--- config.mk ---
export PLATFORM = sky130hd
export DESIGN_NAME = wave_timer
export DESIGN_NICKNAME = d
export VERILOG_FILES = /design/src/common/timer_pkg.sv /design/src/logic/wave_timer.sv
export SDC_FILE = /design/constraint.sdc
export NUM_CORES = 1
export LEC_CHECK = 0
export BUFFER_PORTS_ARGS = -buffer_cell sky130_fd_sc_hd__buf_4
export CORE_MARGIN = 2
export CORE_UTILIZATION = 54
export DETAILED_ROUTE_END_ITERATION = 8
export PLACE_DENSITY_LB_ADDON = 0.15
export SYNTH_ARGS = -nofsm -noshare
export SYNTH_HDL_FRONTEND = slang
export SYNTH_SLANG_ARGS = --single-unit
--- constraint.sdc ---
create_clock -name clk_i -period 4.15 [get_ports clk_i]
set_input_delay 0.2075 -clock clk_i [delete_from_list [all_inputs] [get_ports clk_i]]
set_output_delay 0.2075 -clock clk_i [all_outputs]
set_load 0.01 [all_outputs]
--- src/common/timer_pkg.sv ---
package timer_pkg;

  // ****************************************
  // Register byte offsets on the bus.
  // ****************************************
  localparam logic [7:0] ADR_CTRL_A = 8'h00;
  localparam logic [7:0] ADR_CTRL_B = 8'h04;
  localparam logic [7:0] ADR_COUNT = 8'h08;
  localparam logic [7:0] ADR_CMP_A = 8'h0C;
  localparam logic [7:0] ADR_CMP_B = 8'h10;
  localparam logic [7:0] ADR_FLAGS = 8'h14;
  localparam logic [7:0] ADR_PORT = 8'h18;

  // ****************************************
  // Field positions and reset values.
  // ****************************************
  localparam int CA_OUT_A_LSB = 6;
  localparam int CA_OUT_B_LSB = 4;
  localparam int CB_FORCE_A = 7;
  localparam int CB_FORCE_B = 6;
  localparam int CB_WAVE_HI = 3;
  localparam int FL_OVF = 0;
  localparam int FL_MATCH_A = 1;
  localparam int FL_MATCH_B = 2;
  localparam int PT_DIR_A = 0;
  localparam int PT_DIR_B = 1;
  localparam int PT_VAL_A = 2;
  localparam int PT_VAL_B = 3;
  localparam logic [7:0] REG_RESET = 8'h00;
  localparam logic [7:0] CNT_MAX = 8'hFF;
  localparam logic [7:0] CNT_BOTTOM = 8'h00;

  // ****************************************
  // Mode and clock select encodings.
  // ****************************************
  localparam logic [2:0] WM_NORMAL = 3'h0;
  localparam logic [2:0] WM_CTC = 3'h2;
  localparam logic [2:0] WM_FAST_CMP = 3'h7;
  localparam logic [2:0] CS_STOP = 3'h0;
  localparam logic [2:0] CS_DIV1 = 3'h1;
  localparam logic [2:0] CS_DIV8 = 3'h2;
  localparam logic [2:0] CS_DIV64 = 3'h3;
  localparam logic [2:0] CS_DIV256 = 3'h4;
  localparam logic [2:0] CS_DIV1024 = 3'h5;
  localparam logic [2:0] CS_EXT_FALL = 3'h6;
  localparam logic [2:0] CS_EXT_RISE = 3'h7;
  localparam int PRE_WIDTH = 10;

  // ****************************************
  // Types.
  // ****************************************
  typedef struct packed {
    logic level;
    logic oe;
  } pin_t;

  typedef enum logic [1:0] {
    CNT_UP = 2'b01,
    CNT_DOWN = 2'b10
  } cnt_dir_t;

endpackage : timer_pkg

--- src/logic/wave_timer.sv ---
module wave_timer
  import timer_pkg::*;
#(
  parameter int PRE_W = PRE_WIDTH
) (
  input wire logic clk_i,
  input wire logic rst_i,
  input wire logic cyc_i,
  input wire logic stb_i,
  input wire logic we_i,
  input wire logic [7:0] adr_i,
  input wire logic [3:0] sel_i,
  input wire logic [31:0] dat_i,
  output logic [31:0] dat_o,
  output logic ack_o,
  input wire logic ext_count_i,
  input wire logic [2:0] vec_ack_i,
  output logic [2:0] flags_o,
  output pin_t pin_a_o,
  output pin_t pin_b_o
);

  // ****************************************
  // Elaboration check.
  // ****************************************
  if (PRE_W < PRE_WIDTH) begin : g_chk
    $error("Prescaler too narrow for the divide by 1024 tap.");
  end

  // ****************************************
  // Functions.
  // ****************************************
  // Next level of one compare output for one timer event.
  function automatic logic wave_next(
    input logic cur,
    input logic [1:0] com,
    input logic match,
    input logic at_top,
    input logic up,
    input logic fast,
    input logic pc,
    input logic is_a,
    input logic hi,
    input logic ign
  );
    logic r;
    r = cur;
    if (!fast && !pc) begin
      if (match) begin
        unique case (com)
          2'd1: r = ~cur;
          2'd2: r = 1'b0;
          2'd3: r = 1'b1;
          default: r = cur;
        endcase
      end
    end else if (com == 2'd1) begin
      if (is_a && hi && match) begin
        r = ~cur;
      end
    end else if (com[1] && fast) begin
      if (match && !ign) begin
        r = com[0];
      end
      if (at_top) begin
        r = ~com[0];
      end
    end else if (com[1]) begin
      if (match && !ign) begin
        r = up ? com[0] : ~com[0];
      end
      if (at_top && ign) begin
        r = ~com[0];
      end
    end
    return r;
  endfunction : wave_next

  // ****************************************
  // State.
  // ****************************************
  logic ack;
  logic [31:0] rdata;
  logic [1:0] out_mode_a;
  logic [1:0] out_mode_b;
  logic [1:0] wave_mode_lo;
  logic wave_mode_hi_bit;
  logic [2:0] clock_select_field;
  logic [7:0] timer_count_value;
  logic [7:0] cmp_buf_a;
  logic [7:0] cmp_buf_b;
  logic [7:0] compare_value_a;
  logic [7:0] compare_value_b;
  logic [3:0] port_ctrl;
  logic overflow_flag;
  logic match_flag_a;
  logic match_flag_b;
  logic block_match;
  logic wave_out_a;
  logic wave_out_b;
  cnt_dir_t dir;
  logic [PRE_W-1:0] pre;
  logic ext_s1;
  logic ext_s2;
  logic ext_s3;

  // ****************************************
  // Bus decode.
  // ****************************************
  // A write lands at the edge where the master sees ack high.
  wire req = cyc_i & stb_i;
  wire wr = req & we_i & ack & sel_i[0];
  wire wr_ctrl_a = wr & (adr_i == ADR_CTRL_A);
  wire wr_ctrl_b = wr & (adr_i == ADR_CTRL_B);
  wire wr_count = wr & (adr_i == ADR_COUNT);
  wire wr_cmp_a = wr & (adr_i == ADR_CMP_A);
  wire wr_cmp_b = wr & (adr_i == ADR_CMP_B);
  wire wr_flags = wr & (adr_i == ADR_FLAGS);
  wire wr_port = wr & (adr_i == ADR_PORT);
  wire [7:0] wd = dat_i[7:0];

  // ****************************************
  // Mode decode.
  // ****************************************
  wire [2:0] wave_mode_sel = {wave_mode_hi_bit, wave_mode_lo};
  wire is_fast = (wave_mode_lo == 2'd3);
  wire is_pc = (wave_mode_lo == 2'd1);
  wire is_pwm = is_fast | is_pc;
  wire is_ctc = (wave_mode_sel == WM_CTC);
  wire [7:0] top_val = (wave_mode_hi_bit | is_ctc) ? compare_value_a : CNT_MAX;
  wire at_top = (timer_count_value == top_val);
  wire at_bottom = (timer_count_value == CNT_BOTTOM);
  wire going_up = (dir == CNT_UP) & ~at_top;

  // ****************************************
  // Timer clock source.
  // ****************************************
  // Taps fire once per divide period of the free-running prescaler.
  wire tap8 = &pre[2:0];
  wire tap64 = &pre[5:0];
  wire tap256 = &pre[7:0];
  wire tap1024 = &pre[9:0];
  wire ext_rise = ext_s2 & ~ext_s3;
  wire ext_fall = ~ext_s2 & ext_s3;
  logic tick;
  always_comb begin
    unique case (clock_select_field)
      CS_STOP: tick = 1'b0;
      CS_DIV1: tick = 1'b1;
      CS_DIV8: tick = tap8;
      CS_DIV64: tick = tap64;
      CS_DIV256: tick = tap256;
      CS_DIV1024: tick = tap1024;
      CS_EXT_FALL: tick = ext_fall;
      CS_EXT_RISE: tick = ext_rise;
    endcase
  end

  // ****************************************
  // Compare and flag events.
  // ****************************************
  wire raw_a = timer_count_value == compare_value_a;
  wire raw_b = timer_count_value == compare_value_b;
  wire match_a = tick & raw_a & ~block_match;
  wire match_b = tick & raw_b & ~block_match;
  wire ign_a = is_pwm & (compare_value_a == top_val) & out_mode_a[1];
  wire ign_b = is_pwm & (compare_value_b == top_val) & out_mode_b[1];
  wire ovf_cond = is_pc ? at_bottom :
                  (wave_mode_sel == WM_FAST_CMP) ? at_top :
                  (timer_count_value == CNT_MAX);
  wire set_ovf = tick & ovf_cond;
  wire force_a = wr_ctrl_b & wd[CB_FORCE_A] & ~is_pwm;
  wire force_b = wr_ctrl_b & wd[CB_FORCE_B] & ~is_pwm;
  wire wrap = is_fast | is_ctc;

  // ****************************************
  // Counter next value.
  // ****************************************
  logic [7:0] next_count;
  cnt_dir_t next_dir;
  always_comb begin
    next_count = timer_count_value;
    next_dir = dir;
    if (wr_count) begin
      next_count = wd;
    end else if (tick && is_pc) begin
      if (at_top) begin
        next_dir = CNT_DOWN;
        next_count = timer_count_value - 8'h01;
      end else if (at_bottom) begin
        next_dir = CNT_UP;
        next_count = timer_count_value + 8'h01;
      end else if (dir == CNT_UP) begin
        next_count = timer_count_value + 8'h01;
      end else begin
        next_count = timer_count_value - 8'h01;
      end
    end else if (tick) begin
      next_dir = CNT_UP;
      next_count = (wrap && at_top) ? CNT_BOTTOM : timer_count_value + 8'h01;
    end
  end

  // ****************************************
  // Waveform next values.
  // ****************************************
  // A forced strobe runs the non-PWM action and nothing else.
  logic next_wave_a;
  logic next_wave_b;
  always_comb begin
    next_wave_a = wave_out_a;
    next_wave_b = wave_out_b;
    if (force_a) begin
      next_wave_a = wave_next(wave_out_a, out_mode_a, 1'b1, 1'b0, 1'b1,
                              1'b0, 1'b0, 1'b1, 1'b0, 1'b0);
    end else if (tick) begin
      next_wave_a = wave_next(wave_out_a, out_mode_a, match_a, at_top,
                              going_up, is_fast, is_pc, 1'b1,
                              wave_mode_hi_bit, ign_a);
    end
    if (force_b) begin
      next_wave_b = wave_next(wave_out_b, out_mode_b, 1'b1, 1'b0, 1'b1,
                              1'b0, 1'b0, 1'b0, 1'b0, 1'b0);
    end else if (tick) begin
      next_wave_b = wave_next(wave_out_b, out_mode_b, match_b, at_top,
                              going_up, is_fast, is_pc, 1'b0,
                              wave_mode_hi_bit, ign_b);
    end
  end

  // ****************************************
  // Read mux.
  // ****************************************
  always_comb begin
    unique case (adr_i)
      ADR_CTRL_A: rdata = {24'h0, out_mode_a, out_mode_b, 2'b00, wave_mode_lo};
      ADR_CTRL_B: rdata = {24'h0, 4'h0, wave_mode_hi_bit, clock_select_field};
      ADR_COUNT: rdata = {24'h0, timer_count_value};
      ADR_CMP_A: rdata = {24'h0, cmp_buf_a};
      ADR_CMP_B: rdata = {24'h0, cmp_buf_b};
      ADR_FLAGS: rdata = {29'h0, flags_o};
      ADR_PORT: rdata = {28'h0, port_ctrl};
      default: rdata = 32'h0000_0000;
    endcase
  end

  // ****************************************
  // Bus handshake.
  // ****************************************
  // Ack answers one cycle after the request and drops the next cycle.
  always_ff @(posedge clk_i) begin
    if (rst_i) begin
      ack <= 1'b0;
      dat_o <= 32'h0000_0000;
    end else begin
      ack <= req & ~ack;
      dat_o <= rdata;
    end
  end

  // ****************************************
  // Control registers.
  // ****************************************
  always_ff @(posedge clk_i) begin
    if (rst_i) begin
      out_mode_a <= 2'b00;
      out_mode_b <= 2'b00;
      wave_mode_lo <= 2'b00;
      wave_mode_hi_bit <= 1'b0;
      clock_select_field <= CS_STOP;
      port_ctrl <= 4'h0;
    end else begin
      if (wr_ctrl_a) begin
        out_mode_a <= wd[CA_OUT_A_LSB+:2];
        out_mode_b <= wd[CA_OUT_B_LSB+:2];
        wave_mode_lo <= wd[1:0];
      end
      if (wr_ctrl_b) begin
        wave_mode_hi_bit <= wd[CB_WAVE_HI];
        clock_select_field <= wd[2:0];
      end
      if (wr_port) begin
        port_ctrl <= wd[3:0];
      end
    end
  end

  // ****************************************
  // Compare registers.
  // ****************************************
  // Non-PWM modes load the active value at once, PWM modes at TOP.
  always_ff @(posedge clk_i) begin
    if (rst_i) begin
      cmp_buf_a <= REG_RESET;
      cmp_buf_b <= REG_RESET;
      compare_value_a <= REG_RESET;
      compare_value_b <= REG_RESET;
    end else begin
      if (wr_cmp_a) begin
        cmp_buf_a <= wd;
      end
      if (wr_cmp_b) begin
        cmp_buf_b <= wd;
      end
      if (!is_pwm || (tick && at_top)) begin
        compare_value_a <= cmp_buf_a;
        compare_value_b <= cmp_buf_b;
      end
    end
  end

  // ****************************************
  // Counter and waveform state.
  // ****************************************
  always_ff @(posedge clk_i) begin
    if (rst_i) begin
      timer_count_value <= REG_RESET;
      dir <= CNT_UP;
      block_match <= 1'b0;
      wave_out_a <= 1'b0;
      wave_out_b <= 1'b0;
    end else begin
      timer_count_value <= next_count;
      dir <= next_dir;
      block_match <= wr_count | (block_match & ~tick);
      wave_out_a <= next_wave_a;
      wave_out_b <= next_wave_b;
    end
  end

  // ****************************************
  // Flags.
  // ****************************************
  // A hardware set in the clearing cycle wins over the clear.
  always_ff @(posedge clk_i) begin
    if (rst_i) begin
      overflow_flag <= 1'b0;
      match_flag_a <= 1'b0;
      match_flag_b <= 1'b0;
    end else begin
      overflow_flag <= set_ovf | (overflow_flag & ~vec_ack_i[FL_OVF] &
                       ~(wr_flags & wd[FL_OVF]));
      match_flag_a <= match_a | (match_flag_a & ~vec_ack_i[FL_MATCH_A] &
                      ~(wr_flags & wd[FL_MATCH_A]));
      match_flag_b <= match_b | (match_flag_b & ~vec_ack_i[FL_MATCH_B] &
                      ~(wr_flags & wd[FL_MATCH_B]));
    end
  end

  // ****************************************
  // Prescaler and external pin sampling.
  // ****************************************
  always_ff @(posedge clk_i) begin
    if (rst_i) begin
      pre <= '0;
      ext_s1 <= 1'b0;
      ext_s2 <= 1'b0;
      ext_s3 <= 1'b0;
    end else begin
      pre <= pre + 1'b1;
      ext_s1 <= ext_count_i;
      ext_s2 <= ext_s1;
      ext_s3 <= ext_s2;
    end
  end

  // ****************************************
  // Outputs.
  // ****************************************
  // The compare output replaces the port value; direction gates the driver.
  assign ack_o = ack;
  assign flags_o = {match_flag_b, match_flag_a, overflow_flag};
  assign pin_a_o.level = (|out_mode_a) ? wave_out_a : port_ctrl[PT_VAL_A];
  assign pin_a_o.oe = port_ctrl[PT_DIR_A];
  assign pin_b_o.level = (|out_mode_b) ? wave_out_b : port_ctrl[PT_VAL_B];
  assign pin_b_o.oe = port_ctrl[PT_DIR_B];

endmodule : wave_timer

==> impl_table.tex, run 1 <==
\begin{tabular}{lr}
\hline
Metric & Value \\
\hline
\multicolumn{2}{l}{\textbf{Critical path}} \\
\quad Worst stage delay on the critical path & 0.82 ns \\
\quad Cell breakdown of the critical path & ha\_1 -> ha\_1 -> a21oi\_1 -> a31oi\_1 -> o211a\_2 -> nand2\_1 -> a2111oi\_4 -> o2111ai\_1 -> o211ai\_1 \\
\quad Crit Path Category & reg2reg \\
\quad Category of cells accounting for the largest share of critical-path delay & compound AO/OA/AOI/OAI gates \\
\quad Cell with the most instances on the worst path & sky130\_fd\_sc\_hd\_\_ha\_1 \\
\quad Req. time, crit path & 4.44 ns \\
\quad Worst path slowest cell & sky130\_fd\_sc\_hd\_\_a2111oi\_4 \\
\quad Worst Path Buf+Inv & 0 \\
\quad Crit. End Element & flop \\
\quad Kind of start point of the critical path & flop \\
\quad Critical Path Fanout Max & 20 \\
\quad Arrival time of the worst setup path & 3.35 ns \\
\quad Slack of the worst reg-to-reg path & 1.10 ns \\
\multicolumn{2}{l}{\textbf{Pwr}} \\
\quad Cell leakage power & 2.13 nW \\
\quad Largest vdd supply drop & 0.158 mV \\
\quad Total power & 1.50 mW \\
\quad Total power divided by cell area & 279 nW/um2 \\
\multicolumn{2}{l}{\textbf{Route}} \\
\quad DRC viols & 0 \\
\quad Average via count per standard cell & 6.16 \\
\quad Antenna violation net count after detailed routing & 0 \\
\quad Final routed wire length divided by cell count & 18.6 um \\
\quad Total vias in the final route & 4,438 \\
\quad Number of iterations in the first detailed-routing pass & 5 \\
\quad Post-detailed-routing wire length & 13,400 um \\
\quad Count of routing violations after the opening detailed-route iteration & 239 \\
\multicolumn{2}{l}{\textbf{Global route}} \\
\quad Vias in the first global route & 4,206 \\
\quad Overall overflow remaining after global route & 0 \\
\quad GR peak layer & met2 \\
\quad Met3 Usage GRT & 3.74\% \\
\quad First-pass GRT wire length & 22,100 um \\
\quad Maximum number of pins on one net before global-route repair & 77 \\
\quad GR Util met1 & 39.3\% \\
\quad Global-route usage over all layers & 27.7\% \\
\quad Initial antenna violation count & 0 \\
\quad GR met2 Demand/Resource & 42.5\% \\
\multicolumn{2}{l}{\textbf{Synth}} \\
\quad Cell count after synthesis & 597 \\
\quad Mapped Avg Cell Area & 8.48 um2 \\
\quad Share of flip-flops with an asynchronous set or reset & 0\% \\
\quad Sequential area share after synthesis & 33.2\% \\
\quad Synth top area share & 33.2\% \\
\quad Largest cells by area after synthesis & sky130\_fd\_sc\_hd\_\_dfxtp\_1, sky130\_fd\_sc\_hd\_\_mux2i\_1, sky130\_fd\_sc\_hd\_\_nor2\_1, sky130\_fd\_sc\_hd\_\_buf\_4, sky130\_fd\_sc\_hd\_\_nand2\_1 \\
\quad Number of distinct library cell variants in the gate-level netlist after synthesis & 79 \\
\quad Flops \& latches, synth & 84 \\
\quad Ys flop type & sky130\_fd\_sc\_hd\_\_dfxtp\_1 \\
\quad Synth warn & 0 \\
\quad Post-synth EDFFs & 0 \\
\quad Post-synthesis cell area & 5060 um2 \\
\quad Top cell type by total area after synthesis & sky130\_fd\_sc\_hd\_\_dfxtp\_1 \\
\multicolumn{2}{l}{\textbf{STA}} \\
\quad Final clock period utilization by the worst path & 73.6\% \\
\quad Unrepaired setup endpoints after global routing & no \\
\quad Worst Setup Slack, final & 1.10 ns \\
\quad Final count of pins violating max slew & 0 \\
\quad Slew HR & 45.7\% \\
\quad Final setup vio count & 0 \\
\quad Number of endpoints with negative hold slack in the final report & 0 \\
\quad Fin Hold WS & 0.0528 ns \\
\quad Fin Clk Skew & 0.0128 ns \\
\quad Worst-Margin Slew & 0.814 ns \\
\quad Minimum clock period & 3.05 ns \\
\quad Setup tns final & 0 ns \\
\quad Highest achievable clock rate & 327 MHz \\
\multicolumn{2}{l}{\textbf{Place}} \\
\quad Worst slack at placement & 1.17 ns \\
\quad Dpl hpwl & 9470 um \\
\quad Routability congestion estimate & 0.912 \\
\quad Post-place instance area & 5190 um2 \\
\quad IO buf count & 41 \\
\quad Placed instance count & 704 \\
\multicolumn{2}{l}{\textbf{Floorplanning}} \\
\quad Overall die area & 10,200 um2 \\
\quad Number of rows created at floorplan & 35 \\
\quad Initial standard-cell utilization of the core & 55.3\% \\
\quad Core area & 9150 um2 \\
\quad Width of the chip & 101 um \\
\quad Die height & 101 um \\
\quad Ports & 93 \\
\multicolumn{2}{l}{\textbf{Finish}} \\
\quad Count of inserted antenna diode cells & 0 \\
\quad Fraction of layout instances using a drive strength above 1 & 13.0\% \\
\quad Final core utilization & 58.9\% \\
\quad Number of nets in the finished design & 662 \\
\quad Post-route non-filler standard cell count & 720 \\
\quad Filler instances & 845 \\
\quad Commonest cells after routing, fill and taps aside & sky130\_fd\_sc\_hd\_\_dfxtp\_1, sky130\_fd\_sc\_hd\_\_nor2\_1, sky130\_fd\_sc\_hd\_\_nand2\_1, sky130\_fd\_sc\_hd\_\_mux2i\_1, sky130\_fd\_sc\_hd\_\_buf\_4 \\
\quad Area Overhead vs Synth & 6.60\% \\
\quad Final Cell Area & 5390 um2 \\
\quad Most common cell after layout, fill and taps aside & sky130\_fd\_sc\_hd\_\_dfxtp\_1 \\
\multicolumn{2}{l}{\textbf{Clocking}} \\
\quad CTS tree & built \\
\quad Clock transition time at the flip-flop clock pins of the worst setup and hold paths & 0.10 ns \\
\quad TritonCTS Buffers & 9 \\
\quad Clock latency at the later pin of the worst-skew pair & 0.37 ns \\
\quad Number of clock sinks & 84 \\
\quad Post-cts gate resize count & 0 \\
\quad H-Tree Level Count & 3 \\
\quad Longest Clk Path Bufs & 2 \\
\quad Library cell used as clock root buffer & sky130\_fd\_sc\_hd\_\_clkbuf\_8 \\
\quad Hold Buf Count CTS & 0 \\
\quad Setup bufs post-CTS & 0 \\
\multicolumn{2}{l}{\textbf{Run status}} \\
\quad Outcome & finished clean \\
\multicolumn{2}{l}{\textbf{Hold path}} \\
\quad Type of the tightest min-delay check & in2reg \\
\multicolumn{2}{l}{\textbf{Flow run}} \\
\quad Max-cap violation count & 0 \\
\hline
\end{tabular}
==> worst register-to-register path, cell delays in order, from the launching register on <==
cell and delay (ns):
sky130_fd_sc_hd__dfxtp_1 0.41, sky130_fd_sc_hd__ha_1 0.27, sky130_fd_sc_hd__ha_1 0.18, sky130_fd_sc_hd__a21oi_1 0.06, sky130_fd_sc_hd__a31oi_1 0.16, sky130_fd_sc_hd__o211a_2 0.27
sky130_fd_sc_hd__nand2_1 0.43, sky130_fd_sc_hd__a2111oi_4 0.82, sky130_fd_sc_hd__o2111ai_1 0.24, sky130_fd_sc_hd__o211ai_1 0.15
==> sequential cells by signal, indices dropped and copies added, names as in the netlist, 2 cells and up <==
signal              cells
out_mode_a              2
cmp_buf_b               8
cmp_buf_a               8
out_mode_b              2
compare_value_b         8
dir                     2
pre                    10
compare_value_a         8
dat_o                   8
port_ctrl               4
timer_count_value       8
wave_mode_lo            2
clock_select_field      3
==> logic make-up (layout without fill, tap and decap cells) <==
logic type,after synthesis,in the layout,share of synthesized area (%)
AO/OA/AOI/OAI,123,123,18.7
flip-flops,84,84,33.2
multiplexers,53,53,11.0
other,1,24,0.0741
buffers and inverters,80,69,9.00
XOR/XNOR,27,27,4.82
AND/OR/NAND/NOR,224,224,21.9
adder cells (fa/ha/maj),5,5,1.24
==> layout make-up <==
| type | count | area [um2] | share of cell area (%) |
|---|---|---|---|
| Clock inverter | 7 | 80.1 | 1.48 |
| Multi-Input combinational cell | 456 | 3010 | 55.8 |
| Clock buffer | 9 | 124 | 2.30 |
| Inverter | 10 | 37.5 | 0.696 |
| Tap cell | 111 | 139 | 2.57 |
| Sequential cell | 84 | 1680 | 31.2 |
| Timing Repair Buffer | 43 | 323 | 5.98 |
==> where the power goes <==
group | total (mW) | switching (mW) | internal, mW
Clock | 0.619 | 0.332 | 0.287
Combinational | 0.0723 | 0.0477 | 0.0246
Sequential | 0.813 | 0.00354 | 0.809
==> Yosys cell counts, types with 11 or more instances <==
cell,count
sky130_fd_sc_hd__o21ai_0,20
sky130_fd_sc_hd__nand2b_1,14
sky130_fd_sc_hd__nor2_1,82
sky130_fd_sc_hd__nand2_1,49
sky130_fd_sc_hd__clkbuf_1,24
sky130_fd_sc_hd__nor3_1,11
sky130_fd_sc_hd__buf_4,31
sky130_fd_sc_hd__dfxtp_1,84
sky130_fd_sc_hd__a21oi_1,13
sky130_fd_sc_hd__mux2i_1,49
sky130_fd_sc_hd__xor2_1,17
sky130_fd_sc_hd__nand3_1,17
==> layer usage <==
layer	vias to the layer above	wire length, um
met1	2158	6180
met2	146	6170
met5	-	0
li1	2106	-
met3	28	734
met4	0	335
==> final timing paths <==
check,from,cells after the start,to
setup / recovery,pre[0],9,timer_count_value[2]
hold / removal,ext_count_i,2,ext_s1
setup reg to reg,pre[0],9,timer_count_value[2]
hold reg to reg,ack_o,1,ack_o
Power figures use the tool's default switching activity.
==> run 2, diff against run 1 <==
--- a/config.mk
+++ b/config.mk
@@ -5,6 +5,7 @@
 export SDC_FILE = /design/constraint.sdc
 export NUM_CORES = 1
 export LEC_CHECK = 0
+export ABC_AREA = 1
 export BUFFER_PORTS_ARGS = -buffer_cell sky130_fd_sc_hd__buf_4
 export CORE_MARGIN = 2
 export CORE_UTILIZATION = 54
==> constraint.sdc (replaced) <==
create_clock -name clk_i -period 3 [get_ports clk_i]
set_input_delay 0.15 -clock clk_i [delete_from_list [all_inputs] [get_ports clk_i]]
set_output_delay 0.15 -clock clk_i [all_outputs]
set_load 0.01 [all_outputs]
==> run 2 against run 1 <==
Clock power rose by 33%; sequential share of layout area rose by 0.86 points; flip-flop and latch count stayed put; critical path depth is 6 higher; hold slack lost 0.012 ns; die area is 4.8% lower; global-route usage down 0.17 points; cell count is 20% higher; via count rose by 8.2%; routed wire length shrank 1.2%; core utilization increased by 1.5 points; non-clock buffer count up 5.
==> impl_table.tex, run 2 <==
\begin{tabular}{lr}
\hline
Metric & Value \\
\hline
\multicolumn{2}{l}{\textbf{Run status}} \\
\quad Outcome & finished clean \\
\multicolumn{2}{l}{\textbf{Critical path}} \\
\quad Worst path slowest cell & sky130\_fd\_sc\_hd\_\_dfxtp\_1 \\
\quad Arrival time of the worst setup path & 2.81 ns (-0.54 ns) \\
\quad Cell breakdown of the critical path & inv\_2 -> nand2\_2 -> nand2\_4 -> nand2\_1 -> nand2\_1 -> nand2\_1 -> nand2\_1 -> nor2\_2 -> nand2\_4 -> inv\_2 -> nand2\_1 -> nand2\_2 -> buf\_4 -> o21ai\_1 -> a21oi\_1 \\
\quad Startpoint of the most critical register-to-register path & wave\_mode\_lo[0] \\
\quad Req. time, crit path & 3.28 ns (-1.16 ns) \\
\quad Worst Path Buf+Inv & 3 (+3) \\
\quad Worst setup startpoint & wave\_mode\_lo[0] \\
\quad Worst stage delay on the critical path & 0.59 ns (-0.23 ns) \\
\quad Category of cells accounting for the largest share of critical-path delay & simple AND/OR/NAND/NOR gates \\
\quad Crit. End Element & flop \\
\quad Worst R2R End & compare\_value\_b[0] \\
\quad Critical Path Fanout Max & 25 (+25\%) \\
\quad Slack of the worst reg-to-reg path & 0.47 ns (-0.63 ns) \\
\quad Kind of start point of the critical path & flop \\
\quad Crit Path Category & reg2reg \\
\quad Cell depth of the worst flop-to-flop path & 15 (+6) \\
\quad Cell with the most instances on the worst path & sky130\_fd\_sc\_hd\_\_nand2\_1 \\
\multicolumn{2}{l}{\textbf{Place}} \\
\quad IO buf count & 41 (unchanged) \\
\quad Dpl hpwl & 10,100 um (+6.1\%) \\
\quad Post-place instance area & 5040 um2 (-2.9\%) \\
\quad Worst slack at placement & 0.522 ns (-0.644 ns) \\
\quad Routability congestion estimate & 0.959 (+5.2\%) \\
\quad Placed instance count & 845 (+20\%) \\
\multicolumn{2}{l}{\textbf{STA}} \\
\quad Worst-Margin Slew & 0.608 ns (-0.206 ns) \\
\quad Highest achievable clock rate & 395 MHz (+21\%) \\
\quad Minimum clock period & 2.53 ns (-0.525 ns) \\
\quad Final setup vio count & 0 (unchanged) \\
\quad Fin Clk Skew & 0.00850 ns (-0.00429 ns) \\
\quad Slew HR & 59.3\% (+14 points) \\
\quad Final clock period utilization by the worst path & 84.3\% (+11 points) \\
\quad Fin Hold WS & 0.0403 ns (-0.0125 ns) \\
\quad Setup tns final & 0 ns (unchanged) \\
\quad Number of endpoints with negative hold slack in the final report & 0 (unchanged) \\
\quad Worst Setup Slack, final & 0.470 ns (-0.625 ns) \\
\quad Unrepaired setup endpoints after global routing & no \\
\quad Final count of pins violating max slew & 0 (unchanged) \\
\multicolumn{2}{l}{\textbf{Pwr}} \\
\quad Total power divided by cell area & 391 nW/um2 (+40\%) \\
\quad Largest vdd supply drop & 0.324 mV (+110\%) \\
\quad Cell leakage power & 2.24 nW (+5.2\%) \\
\quad Total power & 2.05 mW (+36\%) \\
\multicolumn{2}{l}{\textbf{Finish}} \\
\quad Commonest cells after routing, fill and taps aside & sky130\_fd\_sc\_hd\_\_nand2\_1, sky130\_fd\_sc\_hd\_\_inv\_1, sky130\_fd\_sc\_hd\_\_dfxtp\_1 \\
\quad Area Overhead vs Synth & 9.16\% \\
\quad Most common cell after layout, fill and taps aside & sky130\_fd\_sc\_hd\_\_nand2\_1 \\
\quad Register ranked first by flip-flop count & pre \\
\quad Filler instances & 850 (+0.59\%) \\
\quad Post-route non-filler standard cell count & 861 (+20\%) \\
\quad Final core utilization & 60.5\% (+1.5 points) \\
\quad Number of nets in the finished design & 807 (+22\%) \\
\quad Flip-flop count of the largest register after layout & 10 (unchanged) \\
\quad Final Cell Area & 5250 um2 (-2.7\%) \\
\quad Fraction of layout instances using a drive strength above 1 & 10.6\% (-2.3 points) \\
\quad Count of inserted antenna diode cells & 0 (unchanged) \\
\multicolumn{2}{l}{\textbf{Route}} \\
\quad Antenna violation net count after detailed routing & 0 (unchanged) \\
\quad Post-detailed-routing wire length & 13,300 um (-1.2\%) \\
\quad Final routed wire length divided by cell count & 15.4 um (-17\%) \\
\quad Average via count per standard cell & 5.58 (-9.5\%) \\
\quad Count of routing violations after the opening detailed-route iteration & 419 (+75\%) \\
\quad DRC viols & 0 (unchanged) \\
\quad Total vias in the final route & 4,801 (+8.2\%) \\
\quad Number of iterations in the first detailed-routing pass & 5 (unchanged) \\
\multicolumn{2}{l}{\textbf{Floorplanning}} \\
\quad Overall die area & 9670 um2 (-4.8\%) \\
\quad Die height & 98.4 um (-2.4\%) \\
\quad Core area & 8680 um2 (-5.2\%) \\
\quad Width of the chip & 98.4 um (-2.4\%) \\
\quad Initial standard-cell utilization of the core & 55.4\% (+0.12 points) \\
\quad Ports & 93 (unchanged) \\
\quad Number of rows created at floorplan & 34 (-2.9\%) \\
\multicolumn{2}{l}{\textbf{Clocking}} \\
\quad Number of clock sinks & 84 (unchanged) \\
\quad Setup bufs post-CTS & 0 (unchanged) \\
\quad TritonCTS Buffers & 9 (unchanged) \\
\quad Longest Clk Path Bufs & 2 (unchanged) \\
\quad Clock transition time at the flip-flop clock pins of the worst setup and hold paths & 0.09 ns (about the same) \\
\quad Hold Buf Count CTS & 1 (+1) \\
\quad Clock latency at the later pin of the worst-skew pair & 0.35 ns (-0.02 ns) \\
\quad CTS tree & built \\
\quad H-Tree Level Count & 3 (unchanged) \\
\quad Post-cts gate resize count & 0 (unchanged) \\
\quad Library cell used as clock root buffer & sky130\_fd\_sc\_hd\_\_clkbuf\_8 \\
\multicolumn{2}{l}{\textbf{Synth}} \\
\quad Share of flip-flops with an asynchronous set or reset & 0\% (unchanged) \\
\quad Ys flop type & sky130\_fd\_sc\_hd\_\_dfxtp\_1 \\
\quad Synth warn & 0 (unchanged) \\
\quad Top cell type by total area after synthesis & sky130\_fd\_sc\_hd\_\_dfxtp\_1 \\
\quad Post-synthesis cell area & 4810 um2 (-5.0\%) \\
\quad Dominant cell by count in the synthesized netlist & sky130\_fd\_sc\_hd\_\_nand2\_1 \\
\quad Largest cells by area after synthesis & sky130\_fd\_sc\_hd\_\_dfxtp\_1, sky130\_fd\_sc\_hd\_\_nand2\_1, sky130\_fd\_sc\_hd\_\_a21oi\_1, sky130\_fd\_sc\_hd\_\_inv\_1, sky130\_fd\_sc\_hd\_\_nor2\_1 \\
\quad Post-synth top cells & sky130\_fd\_sc\_hd\_\_nand2\_1, sky130\_fd\_sc\_hd\_\_inv\_1, sky130\_fd\_sc\_hd\_\_dfxtp\_1 \\
\quad Flops \& latches, synth & 84 (unchanged) \\
\quad Synth top area share & 35.0\% (+1.7 points) \\
\quad Cell count after synthesis & 719 (+20\%) \\
\quad Post-synth EDFFs & 0 (unchanged) \\
\quad Number of distinct library cell variants in the gate-level netlist after synthesis & 41 (-48\%) \\
\quad Mapped Avg Cell Area & 6.69 um2 (-21\%) \\
\quad Sequential area share after synthesis & 35.0\% (+1.7 points) \\
\multicolumn{2}{l}{\textbf{Hold path}} \\
\quad Type of the tightest min-delay check & in2reg \\
\quad Worst hold path startpoint & vec\_ack\_i[2] \\
\quad Worst Hold Endpoint & match\_flag\_b \\
\quad Number of stages on the worst hold path & 3 (+1) \\
\multicolumn{2}{l}{\textbf{Global route}} \\
\quad Vias in the first global route & 4,426 (+5.2\%) \\
\quad Initial antenna violation count & 0 (unchanged) \\
\quad Overall overflow remaining after global route & 0 (unchanged) \\
\quad First-pass GRT wire length & 21,400 um (-3.0\%) \\
\quad Maximum number of pins on one net before global-route repair & 56 (-27\%) \\
\quad Global-route usage over all layers & 27.6\% (-0.17 points) \\
\multicolumn{2}{l}{\textbf{Flow run}} \\
\quad Max-cap violation count & 0 (unchanged) \\
\hline
\end{tabular}
[run 2: final cells by class]
| type | count | area, um2 | area share, % |
|---|---|---|---|
| tap | 108 | 135 | 2.57 |
| inverter | 95 | 357 | 6.79 |
| sequential | 84 | 1680 | 32.0 |
| multi-input combinational | 511 | 2510 | 47.9 |
| clock inverter | 6 | 73.8 | 1.41 |
| clock buffer | 9 | 124 | 2.36 |
| timing repair buffer | 48 | 363 | 6.91 |
[run 2: logic make-up after synthesis]
logic type | after synthesis | synth area share [%]
fa+ha+maj | 5 | 1.30
simple gates | 295 | 26.3
xor+xnor | 14 | 2.55
compound gates | 173 | 20.3
other cells | 1 | 0.0780
flops | 84 | 35.0
buf+inv | 147 | 14.5
[run 2: where the power goes]
group / leakage (nW) / switching, mW / total [mW] / internal [mW]
clock: 0.0938 / 0.435 / 0.826 / 0.390
sequential: 0.678 / 0.00411 / 1.12 / 1.12
combinational: 1.47 / 0.0673 / 0.103 / 0.0355
total: 2.24 / 0.507 / 2.05 / 1.55
[run 2: metal layers]
metal  wire, um  share of wire, %  GRT usage [%]
met1       5730                43           35.8
met3        964               7.3           4.94
met4        510               3.8           12.4
met5          0                 0              0
met2       6050                46           44.7
[run 2: how the worst max path moves through the flow]
| stage | endpoint | slack, ns | cells after the start |
|---|---|---|---|
| 3_5_place_dp | compare_value_a[7] | 0.52 | 15 |
| 4_1_cts | compare_value_b[0] | 0.50 | 15 |
| 6_report | compare_value_b[0] | 0.47 | 15 |
| 5_1_grt | compare_value_a[2] | 0.24 | 15 |
| 2_1_floorplan | timer_count_value[5] | 1.21 | 13 |
| 3_3_place_gp | compare_value_a[7] | 0.53 | 15 |
[run 2: tightest hold or removal path, stage by stage]
cell	delay [ns]
sky130_fd_sc_hd__buf_4	0.08
sky130_fd_sc_hd__a211o_1	0.08
sky130_fd_sc_hd__a21oi_1	0.05
